===== src/inc/ebs_pkg.sv =====
// package: constants for the expansion bus strobe and fetch select block
package ebs_pkg;
   // register map (8-bit special function register space)
   localparam logic [7:0] EBS_AUX_BUS_CTRL_ADDR = 8'h8E;
   localparam logic [7:0] EBS_STATUS_ADDR       = 8'h8F;
   localparam logic [7:0] EBS_AUX_RESET_VAL     = 8'h00;
   // auxiliary register field positions
   localparam int EBS_STROBE_SUPPRESS_BIT  = 0;
   localparam int EBS_DATA_SPACE_SEL_BIT   = 1;
   localparam int EBS_XRAM_SIZE_LO_BIT     = 2;
   localparam int EBS_XRAM_SIZE_HI_BIT     = 3;
   localparam int EBS_MOVE_STRETCH_BIT     = 5;
   localparam int EBS_WEAK_PULLUP_DIS_BIT  = 7;
   // writable bits: reserved bits 6 and 4 stay zero
   localparam logic [7:0] EBS_AUX_WRITE_MASK = 8'hAF;
   // program space layout
   localparam logic [15:0] EBS_TOP_16K = 16'h3FFF;
   localparam logic [15:0] EBS_TOP_32K = 16'h7FFF;
   // strobe cadence: one pulse per machine cycle of this many clocks
   localparam int EBS_MACHINE_CYCLE = 6;
   localparam int EBS_STROBE_HIGH   = 2;
   // bus access kinds
   typedef enum logic [1:0] {
      EBS_ACC_NONE,
      EBS_ACC_FETCH,
      EBS_ACC_DATA_MOVE,
      EBS_ACC_TABLE_READ
   } ebs_access_t;
endpackage


===== src/hw/ebs_strobe_gen.sv =====
// strobe generator: address latch strobe pin with weak pull-up handling
`timescale 1ns/1ps
`default_nettype none
module ebs_strobe_gen
   import ebs_pkg::*;
(
   // clock and reset
   input  wire logic i_clock,
   input  wire logic i_srst,
   input  wire logic i_ce,
   // control
   input  wire logic i_suppress,
   input  wire logic i_ext_active,
   // pin
   output logic      o_strobe,
   output logic      o_strobe_oe,
   output logic      o_pullup_en
);
   logic [3:0] phase_reg;
   logic       emit;

   // emitting whenever not suppressed or an external access runs
   assign emit = !i_suppress || i_ext_active;

   // machine cycle phase counter
   always_ff @(posedge i_clock) begin
      if (i_srst) begin
         phase_reg <= 4'h0;
      end else if (i_ce) begin
         if (phase_reg == 4'(EBS_MACHINE_CYCLE - 1)) begin
            phase_reg <= 4'h0;
         end else begin
            phase_reg <= phase_reg + 4'h1;
         end
      end
   end

   // pin drive: released to the pull-up while suppressed and idle
   always_ff @(posedge i_clock) begin
      if (i_srst) begin
         o_strobe    <= 1'b0;
         o_strobe_oe <= 1'b1;
         o_pullup_en <= 1'b0;
      end else if (i_ce) begin
         // an access that leaves the released state gets a pulse at once, so a short suppressed access is never strobe-less
         o_strobe    <= emit && (phase_reg < 4'(EBS_STROBE_HIGH) || (i_suppress && !o_strobe_oe));
         o_strobe_oe <= emit;
         o_pullup_en <= !emit;
      end
   end
endmodule
`default_nettype wire


===== src/hw/ebs_top.sv =====
// top: expansion bus strobe control and internal/external fetch select
//
// Our own choice: the strobed register port.
`timescale 1ns/1ps
`default_nettype none
module ebs_top
   import ebs_pkg::*;
#(
   parameter bit FLASH_32K = 1'b1
)
(
   // clock, reset, enable
   input  wire logic        i_clock,
   input  wire logic        i_srst,
   input  wire logic        i_ce,
   // register port
   input  wire logic [7:0]  i_addr,
   input  wire logic [7:0]  i_wdata,
   input  wire logic        i_wr,
   input  wire logic        i_rd,
   output logic      [7:0]  o_rdata,
   // core access requests (same clock)
   input  wire logic        i_fetch_req,
   input  wire logic [15:0] i_pc,
   input  wire logic        i_data_move,
   input  wire logic        i_table_read,
   // external access select pin
   input  wire logic        i_external_access_select,
   // fetch routing
   output logic             o_fetch_internal,
   output logic             o_fetch_external,
   output logic             o_ext_cycle,
   // strobe pin
   output logic             o_strobe,
   output logic             o_strobe_oe,
   output logic             o_pullup_en,
   // control levels to the bus datapath
   output logic             o_data_space_select,
   output logic             o_move_stretch,
   output logic [1:0]       o_xram_size,
   output logic             o_weak_pullup_disable
);
   logic [7:0]  aux_reg;
   logic        sel_meta_reg;
   logic        sel_sync_reg;
   logic        ext_fetch;
   logic        ext_active;
   logic [15:0] flash_top;
   ebs_access_t last_access_reg;

   // decide whether a program address lives in internal flash
   function automatic logic in_flash(input logic [15:0] pc, input logic [15:0] top);
      in_flash = (pc <= top);
   endfunction

   assign flash_top = FLASH_32K ? EBS_TOP_32K : EBS_TOP_16K;

   // access pin is asynchronous: two flops before use
   always_ff @(posedge i_clock) begin
      if (i_srst) begin
         sel_meta_reg <= 1'b1;
         sel_sync_reg <= 1'b1;
      end else if (i_ce) begin
         sel_meta_reg <= i_external_access_select;
         sel_sync_reg <= sel_meta_reg;
      end
   end

   // pin low forces external, otherwise addresses above flash go out
   assign ext_fetch = i_fetch_req && (!sel_sync_reg || !in_flash(i_pc, flash_top));
   assign ext_active = ext_fetch || i_data_move || i_table_read;

   // auxiliary register: reserved bits held at zero
   always_ff @(posedge i_clock) begin
      if (i_srst) begin
         aux_reg <= EBS_AUX_RESET_VAL;
      end else if (i_ce && i_wr && i_addr == EBS_AUX_BUS_CTRL_ADDR) begin
         aux_reg <= i_wdata & EBS_AUX_WRITE_MASK;
      end
   end

   // read data one cycle after the strobe; unmapped reads give zero
   always_ff @(posedge i_clock) begin
      if (i_srst) begin
         o_rdata <= 8'h00;
      end else if (i_ce) begin
         if (i_rd && i_addr == EBS_AUX_BUS_CTRL_ADDR) begin
            o_rdata <= aux_reg;
         end else if (i_rd && i_addr == EBS_STATUS_ADDR) begin
            o_rdata <= {4'h0, last_access_reg, sel_sync_reg, FLASH_32K};
         end else begin
            o_rdata <= 8'h00;
         end
      end
   end

   // remembers the latest external access kind for status reads
   always_ff @(posedge i_clock) begin
      if (i_srst) begin
         last_access_reg <= EBS_ACC_NONE;
      end else if (i_ce) begin
         case (1'b1)
            ext_fetch:    last_access_reg <= EBS_ACC_FETCH;
            i_data_move:  last_access_reg <= EBS_ACC_DATA_MOVE;
            i_table_read: last_access_reg <= EBS_ACC_TABLE_READ;
            default:      last_access_reg <= last_access_reg;
         endcase
      end
   end

   // registered fetch routing, one cycle after the request
   always_ff @(posedge i_clock) begin
      if (i_srst) begin
         o_fetch_internal <= 1'b0;
         o_fetch_external <= 1'b0;
         o_ext_cycle      <= 1'b0;
      end else if (i_ce) begin
         o_fetch_internal <= i_fetch_req && !ext_fetch;
         o_fetch_external <= ext_fetch;
         o_ext_cycle      <= ext_active;
      end
   end

   // control levels registered from the register bits, one cycle behind
   always_ff @(posedge i_clock) begin
      if (i_srst) begin
         o_data_space_select   <= 1'b0;
         o_move_stretch        <= 1'b0;
         o_xram_size           <= 2'b00;
         o_weak_pullup_disable <= 1'b0;
      end else if (i_ce) begin
         o_data_space_select   <= aux_reg[EBS_DATA_SPACE_SEL_BIT];
         o_move_stretch        <= aux_reg[EBS_MOVE_STRETCH_BIT];
         o_xram_size           <= {aux_reg[EBS_XRAM_SIZE_HI_BIT], aux_reg[EBS_XRAM_SIZE_LO_BIT]};
         o_weak_pullup_disable <= aux_reg[EBS_WEAK_PULLUP_DIS_BIT];
      end
   end

   // strobe pin generator
   ebs_strobe_gen u_strobe (
      .i_clock      (i_clock),
      .i_srst       (i_srst),
      .i_ce         (i_ce),
      .i_suppress   (aux_reg[EBS_STROBE_SUPPRESS_BIT]),
      .i_ext_active (ext_active),
      .o_strobe     (o_strobe),
      .o_strobe_oe  (o_strobe_oe),
      .o_pullup_en  (o_pullup_en)
   );
endmodule
`default_nettype wire


===== config.mk =====
export PLATFORM = sky130hd
export DESIGN_NAME = ebs_top
export DESIGN_NICKNAME = d
export VERILOG_FILES = /design/src/inc/ebs_pkg.sv /design/src/hw/ebs_strobe_gen.sv /design/src/hw/ebs_top.sv
export SDC_FILE = /design/constraint.sdc
export NUM_CORES = 1
export LEC_CHECK = 0
export ABC_AREA = 1
export BUFFER_PORTS_ARGS = -buffer_cell sky130_fd_sc_hd__buf_2
export CAP_MARGIN = 10
export CORE_MARGIN = 5
export CORE_UTILIZATION = 29
export DETAILED_ROUTE_END_ITERATION = 12
export PLACE_DENSITY_LB_ADDON = 0.05
export SETUP_SLACK_MARGIN = 0.3
export SYNTH_ARGS = -nofsm -noshare
export SYNTH_HDL_FRONTEND = slang
export SYNTH_SLANG_ARGS = --single-unit

===== constraint.sdc =====
create_clock -name i_clock -period 1.7 [get_ports i_clock]
set_input_delay 0.34 -clock i_clock [delete_from_list [all_inputs] [get_ports i_clock]]
set_output_delay 0.34 -clock i_clock [all_outputs]
set_load 0.02 [all_outputs]

; ---- Word level (Yosys, flattened, before mapping)
; Index checks and enable logic that the tools add are counted.
[word_totals]
regBits = 33
input_bits = 41
out_inout_bits = 19
[classes]
addsub = 1
n_lt_le_gt_ge = 2
n_eq_ne = 3
mux = 6
reduce_logical = 21
[ops]
columns = cell, n
row1 = "== test 8 bit, second input constant", 2
row2 = "<= comparator 16 x 15 -> 1 bit, second input constant", 1
row3 = logical AND 1 bit, 8
row4 = 2-to-1 mux 4 bit, 2
row5 = 2-to-1 mux 8 bit, 1
row6 = zero test 1 bit, 6
row7 = 2-to-1 mux 2 bit, 3
row8 = logical OR 1 bit, 5
row9 = "adder 4 x 1 -> 4 bit, second input constant", 1
row10 = "== test 4 x 3 -> 1 bit, second input constant", 1
row11 = "less-than comparator 4 x 2 -> 1 bit, second input constant", 1
row12 = nonzero test 3 bit, 1
row13 = AND reduction 2 bit, 1

; ---- Depth between registers and ports, before layout
; Gate-level depths: netlist of run 1.
[depth]
word_depth = 8
depth_mapped = 8

; ---- Hierarchy
; A second synthesis of run 1 with hierarchy kept.
[hier_totals]
cells_unflattened = 194
hier_area_um2 = 1390.1
[by_module_without_submodules]
columns = module, n_inst, cells_each, area_each_um2
row1 = ebs_top, 1, 152, 1073.5
row2 = ebs_strobe_gen, 1, 42, 316.6

; ---- Worst setup path after synthesis of run 1
; OpenSTA, ideal clock, no wires.
[synth_path]
kind = input -> register
start = input i_addr[6]
end = register aux_reg[0]
setup_time_ns = 0.113
arrival_time_ns = 1.000
setup_slack_ns = 0.588
path_stages = 7
path_buffers = 1
cell_sequence = inv_1 -> nand2_1 -> nor2_4 -> nand4_4 -> buf_6 -> nor2_1 -> nor2_1
[synth_via]
elab_chain_cells = 2
[synth_rtl]
columns = item, line
row1 = from (decl), ebs_top.sv:17  ; input wire logic [7:0] i_addr,
row2 = == test 8 bit, ebs_top.sv:77  ; end else if (i_ce && i_wr && i_addr == EBS_AUX_BUS_CTRL_ADDR) begin
row3 = logical AND 1 bit, ebs_top.sv:77
row4 = to (signal assigned), ebs_top.sv:78  ; aux_reg <= i_wdata & EBS_AUX_WRITE_MASK;
row5 = to (decl), ebs_top.sv:43  ; logic [7:0] aux_reg;
; No other way between the ends.
; A chain may end at the register's enable or synchronous reset.

; ---- Worst setup path after layout of run 1
[layout_path]
start = register u_strobe.o_strobe_oe
end = output o_strobe_oe
[layout_lines]
columns = item, line
row1 = from (decl), ebs_strobe_gen.sv:16  ; output logic o_strobe_oe,
row2 = from (signal assigned), ebs_strobe_gen.sv:47  ; o_strobe_oe <= emit;
row3 = to (decl), ebs_top.sv:35  ; output logic o_strobe_oe,
; No word-level cell between the ends.

==> impl_metrics.py, run 1 <==
metrics = {
    "outcome": {
        "status": "finished clean",
    },
    "clock_tree": {
        "cts.repair.resized": 0,
        "path_clk_slew_ns": 0.07,
        "cts_hold_buf": 0,
        "cts_inserted_buffers": 5,
        "cts_tree": "yes",
        "clockRootBuffer": "clkbuf_8",
        "clkLatencyLatePin_ns": 0.28,
        "cts_setup_buffers": 0,
        "cts_max_path_buffers": 2,
        "htreeDepth": 2,
        "clkSinkCount": 31,
    },
    "yosys": {
        "ys_seq_area_share_pct": 44.9,
        "synth-warning-count": 0,
        "yosysUniqueCellTypes": 24,
        "ys_ff_latch": 31,
        "synth_cells": 195,
        "syn_area_um2": 1380,
        "avgSynthCellArea_um2": 7.09,
    },
    "timing": {
        "rsz0062_at_grt": "false",
        "fmax_ghz": 0.882,
        "layout_min_cycle_time_ns": 1.13,
        "fin_tns_setup_ns": 0,
        "fin_ws_ns": 0.566,
        "setup_viol": 0,
        "hold_viol_final": 0,
        "fin_crit_sh_pct": 66.7,
        "drv_slew": 0,
        "fin_skew_ns": 0.00416,
    },
    "floorplan": {
        "ios": 60,
        "start_util_pct": 29.7,
        "die_w_um": 79.0,
        "fp.dieH_um": 79.0,
        "coreArea_um2": 4660,
        "rows": 25,
        "dieArea_um2": 6250,
    },
    "place": {
        "dp_hpwl_um": 2560,
        "gp_congestion": 0.762,
        "dp_slack_ns": 0.301,
        "placed_area_um2": 1620,
        "portBuffers": 40,
    },
    "pwr": {
        "p_switching_mw": 0.395,
        "power.share.switching_pct": 24.9,
        "power_frac_seq_pct": 48.6,
        "p_per_area_nw_per_um2": 922,
        "p_int_mw": 1.19,
        "p_leak_nw": 0.891,
        "vdd_ir_drop_max_uv": 444,
        "p_total_mw": 1.58,
        "pwr-share-clk_pct": 40.1,
        "pwr-share-comb_pct": 11.3,
    },
    "worst_setup_path": {
        "start_kind": "flip-flop",
        "crit_type": "reg -> out",
        "path_cells": "buf_2",
        "cpPeakStageDelay_ns": 0.34,
        "cp_num_cells": 1,
        "cp_slowest_cell": "dfxtp_1",
        "worst_setup_path_end_kind": "output port",
        "reg2reg_depth": 5,
        "crit_family": "flip-flops",
        "arrival_ns": 0.79,
        "critPathBufInv": 1,
        "required_ns": 1.36,
        "critPathMaxFanout": 3,
    },
    "grt": {
        "grt-ovfl-total": 0,
        "grt_use_met2_pct": 18.7,
        "met3_usage_pct": 4.08,
        "grt_max_degree": 21,
        "track_usage_pct": 12.1,
        "antenna_found_initial": 0,
        "use_met1_pct": 15.4,
        "grt_pass1_vias": 1226,
        "grt_pass1_wl_um": 5800,
        "grt-busiest-layer": "met2",
    },
    "routing": {
        "avgViaCountPerCell": 4.36,
        "firstDrtPassIters": 4,
        "drt_wl_total_um": 3450,
        "initialDrtViolationCount": 79,
        "drc_errors": 0,
        "postRouteAntennaNets": 0,
        "wl_per_cell_um": 11.9,
        "vias": 1270,
    },
    "final_layout": {
        "multi_input_area_um2": 602,
        "register_area_um2": 621,
        "num_antenna_cells": 0,
        "layout.nets": 277,
        "area_delta_synth_final_pct": 24.3,
        "drive_gt1_share_pct": 23.6,
        "design_area_um2": 1720,
        "num-fill-cells": 525,
    },
    "worst_hold_path": {
        "hold_class": "in -> reg",
        "min_path_cells": 3,
    },
    "flow_run": {
        "cap_viol_max_count": 0,
    },
}
-- synthesized netlist by cell type --
cell type / instances / area, um2
nand4_1: 3 / 18.8
nand3_1: 15 / 75.1
nor2_2: 1 / 6.26
nand2_2: 2 / 12.5
buf_4: 3 / 22.5
clkinv_1: 1 / 3.75
nor3_1: 2 / 10.0
dfxtp_1: 31 / 621
buf_6: 2 / 22.5
nand4_4: 1 / 21.3
o211a_1: 1 / 10.0
nor2_4: 2 / 22.5
buf_1: 1 / 3.75
nor2_1: 24 / 90.1
inv_1: 25 / 93.8
o21ai_0: 11 / 55.1
nand2_1: 46 / 173
a21oi_1: 17 / 85.1
nand3b_1: 1 / 7.51
inv_2: 1 / 3.75
buf_2: 2 / 10.0
conb_1: 1 / 3.75
a211oi_1: 1 / 7.51
clkbuf_1: 1 / 3.75
-- layer usage --
metal / share of wire, % / vias to the layer above / wire length (um)
li1: - / 689 / -
met3: 6.0 / 4 / 207
met2: 43 / 36 / 1500
met1: 49 / 541 / 1710
met4: 1.2 / 0 / 41
met5: 0 / - / 0
-- per-stage QoR --
| stage | instances | hold slack, ns | utilization, % |
|---|---|---|---|
| finish | 291 | 0.282 | 36.9 |
| global route | 291 | 0.283 | 36.9 |
| CTS | 291 | 0.279 | 36.9 |
| detailed placement | 283 | 0.447 | 34.7 |
| global placement | 283 | 0.444 | 34.7 |
| floorplan | 196 | 0.428 | - |
-- worst paths after layout --
path                        start                 end  slack [ns]
min reg2reg        o_move_stretch      o_move_stretch        0.46
max          u_strobe.o_strobe_oe         o_strobe_oe        0.57
max reg2reg          sel_sync_reg  last_access_reg[0]        0.67
min                    i_wdata[3]          aux_reg[3]        0.28
-- power groups by stage --
stage	logic, mW	clock network [mW]	registers [mW]
CTS	0.182	0.667	0.770
floorplan	0.0914	0	0.805
global placement	0.182	0	0.786
finish	0.179	0.636	0.770
detailed placement	0.181	0	0.786
global route	0.203	0.707	0.772
-- cells in the final DEF, fill, tap and decap left out, types with 3 or more instances in the layout --
| cell type | Yosys | layout |
|---|---|---|
| nand2_1 | 46 | 46 |
| nor2_1 | 24 | 24 |
| o21ai_0 | 11 | 11 |
| inv_1 | 25 | 25 |
| dfxtp_1 | 31 | 31 |
| nand3_1 | 15 | 15 |
| buf_2 | 2 | 40 |
| a21oi_1 | 17 | 17 |
| nand4_1 | 3 | 3 |
| clkbuf_8 | 0 | 7 |
-- final cells by class --
| class | instances | share of cell area, % |
|---|---|---|
| clock buffer | 8 | 5.82 |
| inverter | 27 | 5.90 |
| multi-input combinational | 129 | 35.0 |
| sequential | 31 | 36.1 |
| tap | 54 | 3.93 |
| timing repair buffer | 42 | 13.2 |
-- kinds of logic (layout without fill, tap and decap cells) --
| kind of cell | Yosys count | count (layout) | share of synthesized area, % |
|---|---|---|---|
| AOI/OAI and AO/OA | 30 | 30 | 11.4 |
| buffers and inverters | 36 | 77 | 11.9 |
| DFF | 31 | 31 | 44.9 |
| and+or+nand+nor | 97 | 97 | 31.6 |
| other | 1 | 2 | 0.271 |
Power figures use the tool's default switching activity.
==> run 2, diff against run 1 <==
==> constraint.sdc (replaced) <==
create_clock -name i_clock -period 1.2 [get_ports i_clock]
set_input_delay 0.24 -clock i_clock [delete_from_list [all_inputs] [get_ports i_clock]]
set_output_delay 0.24 -clock i_clock [all_outputs]
set_load 0.02 [all_outputs]
==> run 2 against run 1 <==
  * Total power up 50%
  * Cell area up 23%
  * Hold slack worse by 0.11 ns
  * Clock-buffer cell count unchanged
  * Register-to-register slack worse by 0.36 ns
  * Setup slack worse by 0.36 ns
  * Final cell count up 6.5%
  * Clock skew up 0.00075 ns
  * Via count up 7.7%
  * Combinational power up 99%
  * Global-route usage up 0.23 points
  * Die area unchanged
  * Critical endpoint is now o_rdata[0]
  * Highest routed layer unchanged
==> impl_metrics.py, run 2 (synthesized netlist as in run 1, its figures left out) <==
metrics = {
    "outcome": {
        "status": "finished clean",
    },
    "grt": {
        "grt_pass1_wl_um": 5910,
        "antenna_found_initial": 0,
        "grt-ovfl-total": 0,
        "grt_max_degree": 15,
        "track_usage_pct": 12.3,
        "grt_pass1_vias": 1304,
    },
    "worst_setup_path": {
        "arrival_ns": 0.75,
        "critPathMaxFanout": 2,
        "crit_family": "flip-flops",
        "worst_setup_path_end_kind": "output port",
        "cpPeakStageDelay_ns": 0.35,
        "path_cells": "buf_6",
        "critPathBufInv": 1,
        "crit_type": "reg -> out",
        "start_kind": "flip-flop",
        "required_ns": 0.96,
        "cp_slowest_cell": "dfxtp_2",
    },
    "place": {
        "gp_congestion": 0.762,
        "portBuffers": 40,
        "dp_hpwl_um": 2600,
    },
    "routing": {
        "drt_wl_total_um": 3700,
        "vias": 1368,
        "firstDrtPassIters": 4,
        "avgViaCountPerCell": 4.41,
        "postRouteAntennaNets": 0,
        "initialDrtViolationCount": 49,
        "wl_per_cell_um": 11.9,
        "drc_errors": 0,
    },
    "floorplan": {
        "dieArea_um2": 6250,
        "coreArea_um2": 4660,
        "fp.dieH_um": 79.0,
        "rows": 25,
        "ios": 60,
        "die_w_um": 79.0,
        "start_util_pct": 29.7,
    },
    "timing": {
        "fin_tns_setup_ns": 0,
        "fin_skew_ns": 0.00492,
        "setup_viol": 0,
        "drv_slew": 0,
        "layout_min_cycle_time_ns": 0.990,
        "rsz0062_at_grt": "true",
        "fmax_ghz": 1.01,
        "hold_viol_final": 0,
        "fin_crit_sh_pct": 82.5,
    },
    "final_layout": {
        "num-fill-cells": 505,
        "mostFrequentLayoutCell": "nand2_1",
        "num_antenna_cells": 0,
        "layout.nets": 296,
        "drive_gt1_share_pct": 46.9,
        "multi_input_area_um2": 694,
        "area_delta_synth_final_pct": 53.0,
        "final_cell_mix": "nand2_1 (39), dfxtp_2 (22), buf_6 (21)",
        "register_area_um2": 648,
    },
    "pwr": {
        "vdd_ir_drop_max_uv": 488,
        "p_total_mw": 2.37,
        "p_per_area_nw_per_um2": 1120,
        "p_leak_nw": 1.02,
    },
    "clock_tree": {
        "cts_hold_buf": 0,
        "clkLatencyLatePin_ns": 0.28,
        "path_clk_slew_ns": 0.07,
        "htreeDepth": 2,
        "clockRootBuffer": "clkbuf_8",
        "cts_tree": "yes",
        "clkSinkCount": 31,
        "cts_inserted_buffers": 5,
        "cts_max_path_buffers": 2,
    },
    "flow_run": {
        "cap_viol_max_count": 0,
    },
    "worst_hold_path": {
        "hold_class": "in -> reg",
    },
}
[run 2: cell count changes in the layout (fill, tap and decap cells not counted), moves of 4 or more]
cell and delta:
dfxtp_1 -22, dfxtp_2 +22, buf_6 +21, buf_2 -20, buf_4 +17, inv_1 -7
nand2_1 -7, inv_2 +5, nand2_2 +5, nor2_1 -4
[run 2: layer usage]
metal | routed length, um | track usage [%] | vias up | part of all wire [%]
met1 | 1830 | 16.7 | 604 | 50
li1 | - | - | 732 | -
met3 | 175 | 3.74 | 5 | 4.7
met2 | 1650 | 18.2 | 27 | 45
met5 | 0 | 0 | - | 0
met4 | 41 | 4.64 | 0 | 1.1
[run 2: cell type report]
cell class,count,share of cell area (%)
Sequential cell,31,30.6
Timing Repair Buffer,60,23.0
Multi-Input combinational cell,130,32.8
Inverter,27,5.62
Tap cell,54,3.19
Clock buffer,8,4.73
[run 2: path summary, 6_finish.rpt]
kind | depth (start not counted) | startpoint | slack [ns] | endpoint
hold / removal | 3 | i_external_access_select | 0.17 | sel_meta_reg
setup / recovery | 1 | o_rdata[0] | 0.21 | o_rdata[0]
setup reg to reg | 6 | u_strobe.phase_reg[0] | 0.31 | u_strobe.phase_reg[3]
hold reg to reg | 2 | sel_meta_reg | 0.46 | sel_meta_reg
[run 2: report_power, final]
group          leakage [nW]  switching [mW]  internal (mW)
Combinational         0.711           0.191          0.166
Clock                0.0515           0.390          0.523
Sequential            0.261          0.0251           1.08
[run 2: timing repair]
action / in CTS / in global routing
pin swaps: 3 / 20
cloned: 1 / 0
buffers inserted: 4 / 4
resized for setup: 55 / 37
endpoints found under the setup margin: 29 / 37
[run 2: metrics by stage]
| step | util, % | cells | hold slack, ns | cell area (um2) | setup WS (ns) |
|---|---|---|---|---|---|
| floorplan | - | 196 | 0.356 | 1410 | 0.199 |
| global placement | 36.6 | 293 | 0.447 | 1710 | -0.0201 |
| detailed placement | 36.6 | 293 | 0.447 | 1710 | -0.0194 |
| CTS | 42.8 | 306 | 0.169 | 1990 | 0.202 |
| global route | 45.4 | 310 | 0.187 | 2120 | 0.186 |
| finish | 45.4 | 310 | 0.173 | 2120 | 0.210 |
==> run 3, diff against run 2 <==
==> constraint.sdc (replaced) <==
create_clock -name i_clock -period 0.8 [get_ports i_clock]
set_input_delay 0.16 -clock i_clock [delete_from_list [all_inputs] [get_ports i_clock]]
set_output_delay 0.16 -clock i_clock [all_outputs]
set_load 0.02 [all_outputs]
==> run 3 against run 2 <==
  * The run now ends with setup timing left
  * First-iteration DRC count is 2.0% lower
  * Register-to-register slack lost 0.41 ns
  * Die area is the same
  * Total power up 65%
==> impl_metrics.py, run 3 (synthesized netlist as in run 1, its figures left out) <==
metrics = {
    "pwr": {
        "pwr-share-clk_pct": 40.4,
        "pwr-share-comb_pct": 18.1,
        "p_total_mw": 3.91,
        "power_frac_seq_pct": 41.5,
        "power.share.switching_pct": 24.8,
        "p_per_area_nw_per_um2": 1510,
        "p_int_mw": 2.94,
        "p_leak_nw": 1.21,
        "p_switching_mw": 0.970,
        "vdd_ir_drop_max_uv": 742,
    },
    "timing": {
        "rsz0062_at_grt": "true",
        "layout_min_cycle_time_ns": 0.911,
        "fin_crit_sh_pct": 114,
        "setup_viol": 38,
        "fin_ws_ns": -0.111,
        "fmax_ghz": 1.10,
        "drv_slew": 0,
        "fin_skew_ns": 0.00212,
        "hold_viol_final": 0,
    },
    "grt": {
        "grt_pass1_vias": 1525,
        "grt_max_degree": 21,
        "grt_use_met2_pct": 24.2,
        "grt_pass1_wl_um": 6730,
        "grt-busiest-layer": "met2",
        "track_usage_pct": 13.7,
        "use_met1_pct": 15.8,
        "met3_usage_pct": 4.31,
        "antenna_found_initial": 0,
        "grt-ovfl-total": 0,
    },
    "final_layout": {
        "register_area_um2": 701,
        "drive_gt1_share_pct": 65.9,
        "multi_input_area_um2": 851,
        "num-fill-cells": 441,
        "final_cells": 330,
        "layout.nets": 316,
        "final_cell_mix": "buf_6 (34), buf_4 (26), nand2_1 (25)",
        "num_antenna_cells": 0,
        "mostFrequentLayoutCell": "buf_6",
        "area_delta_synth_final_pct": 87.5,
    },
    "clock_tree": {
        "cts_max_path_buffers": 2,
        "htreeDepth": 2,
        "cts_hold_buf": 0,
        "clockRootBuffer": "clkbuf_8",
        "path_clk_slew_ns": 0.06,
        "clkSinkCount": 31,
        "clkLatencyLatePin_ns": 0.28,
        "cts_tree": "yes",
        "cts_inserted_buffers": 5,
    },
    "worst_setup_path": {
        "crit_type": "reg -> out",
        "start_kind": "flip-flop",
        "cp_slowest_cell": "dfxtp_4",
        "path_cells": "buf_6",
        "crit_family": "flip-flops",
        "arrival_ns": 0.75,
        "worst_setup_path_end_kind": "output port",
        "required_ns": 0.64,
        "cpPeakStageDelay_ns": 0.35,
        "critPathMaxFanout": 2,
        "critPathBufInv": 1,
    },
    "floorplan": {
        "coreArea_um2": 4660,
        "dieArea_um2": 6250,
        "start_util_pct": 29.7,
        "rows": 25,
        "fp.dieH_um": 79.0,
        "die_w_um": 79.0,
        "ios": 60,
    },
    "routing": {
        "vias": 1550,
        "drt_wl_total_um": 4340,
        "drc_errors": 0,
        "firstDrtPassIters": 4,
        "wl_per_cell_um": 13.2,
        "initialDrtViolationCount": 48,
        "avgViaCountPerCell": 4.70,
        "postRouteAntennaNets": 0,
    },
    "flow_run": {
        "cap_viol_max_count": 0,
    },
    "place": {
        "portBuffers": 40,
        "dp_hpwl_um": 2870,
        "gp_congestion": 0.775,
        "placedCellCount": 301,
    },
    "outcome": {
        "status": "finished with violations",
        "failed_checks": "setup timing",
    },
    "worst_hold_path": {
        "hold_class": "in -> reg",
    },
}
run 3: cell count changes in the layout (fill, tap and decap cells not counted), moves of 8 or more:
cell / delta
dfxtp_4: +18
nand2_1: -14
buf_6: +13
dfxtp_2: -12
nand2_2: +10
buf_4: +8
run 3: worst reg2reg max path: stages, from the launching register on:
cell	delay [ns]
dfxtp_4	0.35
buf_6	0.11
buf_6	0.11
nand3_4	0.07
nand3_2	0.05
nand2_1	0.07
inv_1	0.03
run 3: layout make-up:
class                           count  share of cell area [%]
Inverter                           27                    4.92
Timing Repair Buffer               80                    28.1
Multi-Input combinational cell    130                    32.8
Clock inverter                      2                    1.35
Tap cell                           54                    2.61
Sequential cell                    31                    27.0
Clock buffer                        6                    3.19
run 3: power by group through the flow:
stage / registers (mW) / clock network [mW] / logic [mW]
after detailed placement: 1.64 / 0 / 0.474
after global routing: 1.63 / 1.70 / 0.762
final: 1.62 / 1.58 / 0.706
after floorplan: 1.69 / 0 / 0.223
after global placement: 1.64 / 0 / 0.468
after CTS: 1.62 / 1.63 / 0.609
run 3: metrics by stage:
step | utilization [%] | TNS [ns] | cell area [um2] | hold slack (ns) | setup WS, ns
2_1_floorplan | - | -0.805 | 1520 | 0.273 | -0.121
6_report | 55.6 | -2.83 | 2590 | 0.0872 | -0.111
3_3_place_gp | 40.3 | -4.36 | 1880 | 0.381 | -0.286
4_1_cts | 49.9 | -2.69 | 2320 | 0.0846 | -0.121
3_5_place_dp | 40.3 | -5.20 | 1880 | 0.383 | -0.338
5_1_grt | 55.6 | -4.40 | 2590 | 0.102 | -0.177
run 3: per-layer routing:
layer	vias up	share of wire, %	routed length [um]
li1	776	-	-
met1	736	41	1770
met2	30	54	2350
met3	8	3.8	166
met4	0	1.3	57
met5	-	0	0
run 3: timing repair:
| action | in CTS | in global routing |
|---|---|---|
| pin swaps | 24 | 25 |
| setup endpoints to repair | 48 | 48 |
| resized for setup | 77 | 54 |
| setup buffers | 10 | 10 |
| cloned | 1 | 0 |
run 3: path summary, 6_finish.rpt:
kind / start / cells after the start / slack (ns) / endpoint
max reg2reg: sel_sync_reg / 6 / -0.10 / o_rdata[1]
min reg2reg: sel_meta_reg / 2 / 0.45 / sel_meta_reg
min: i_wdata[0] / 3 / 0.09 / aux_reg[0]
max: o_rdata[0] / 1 / -0.11 / o_rdata[0]
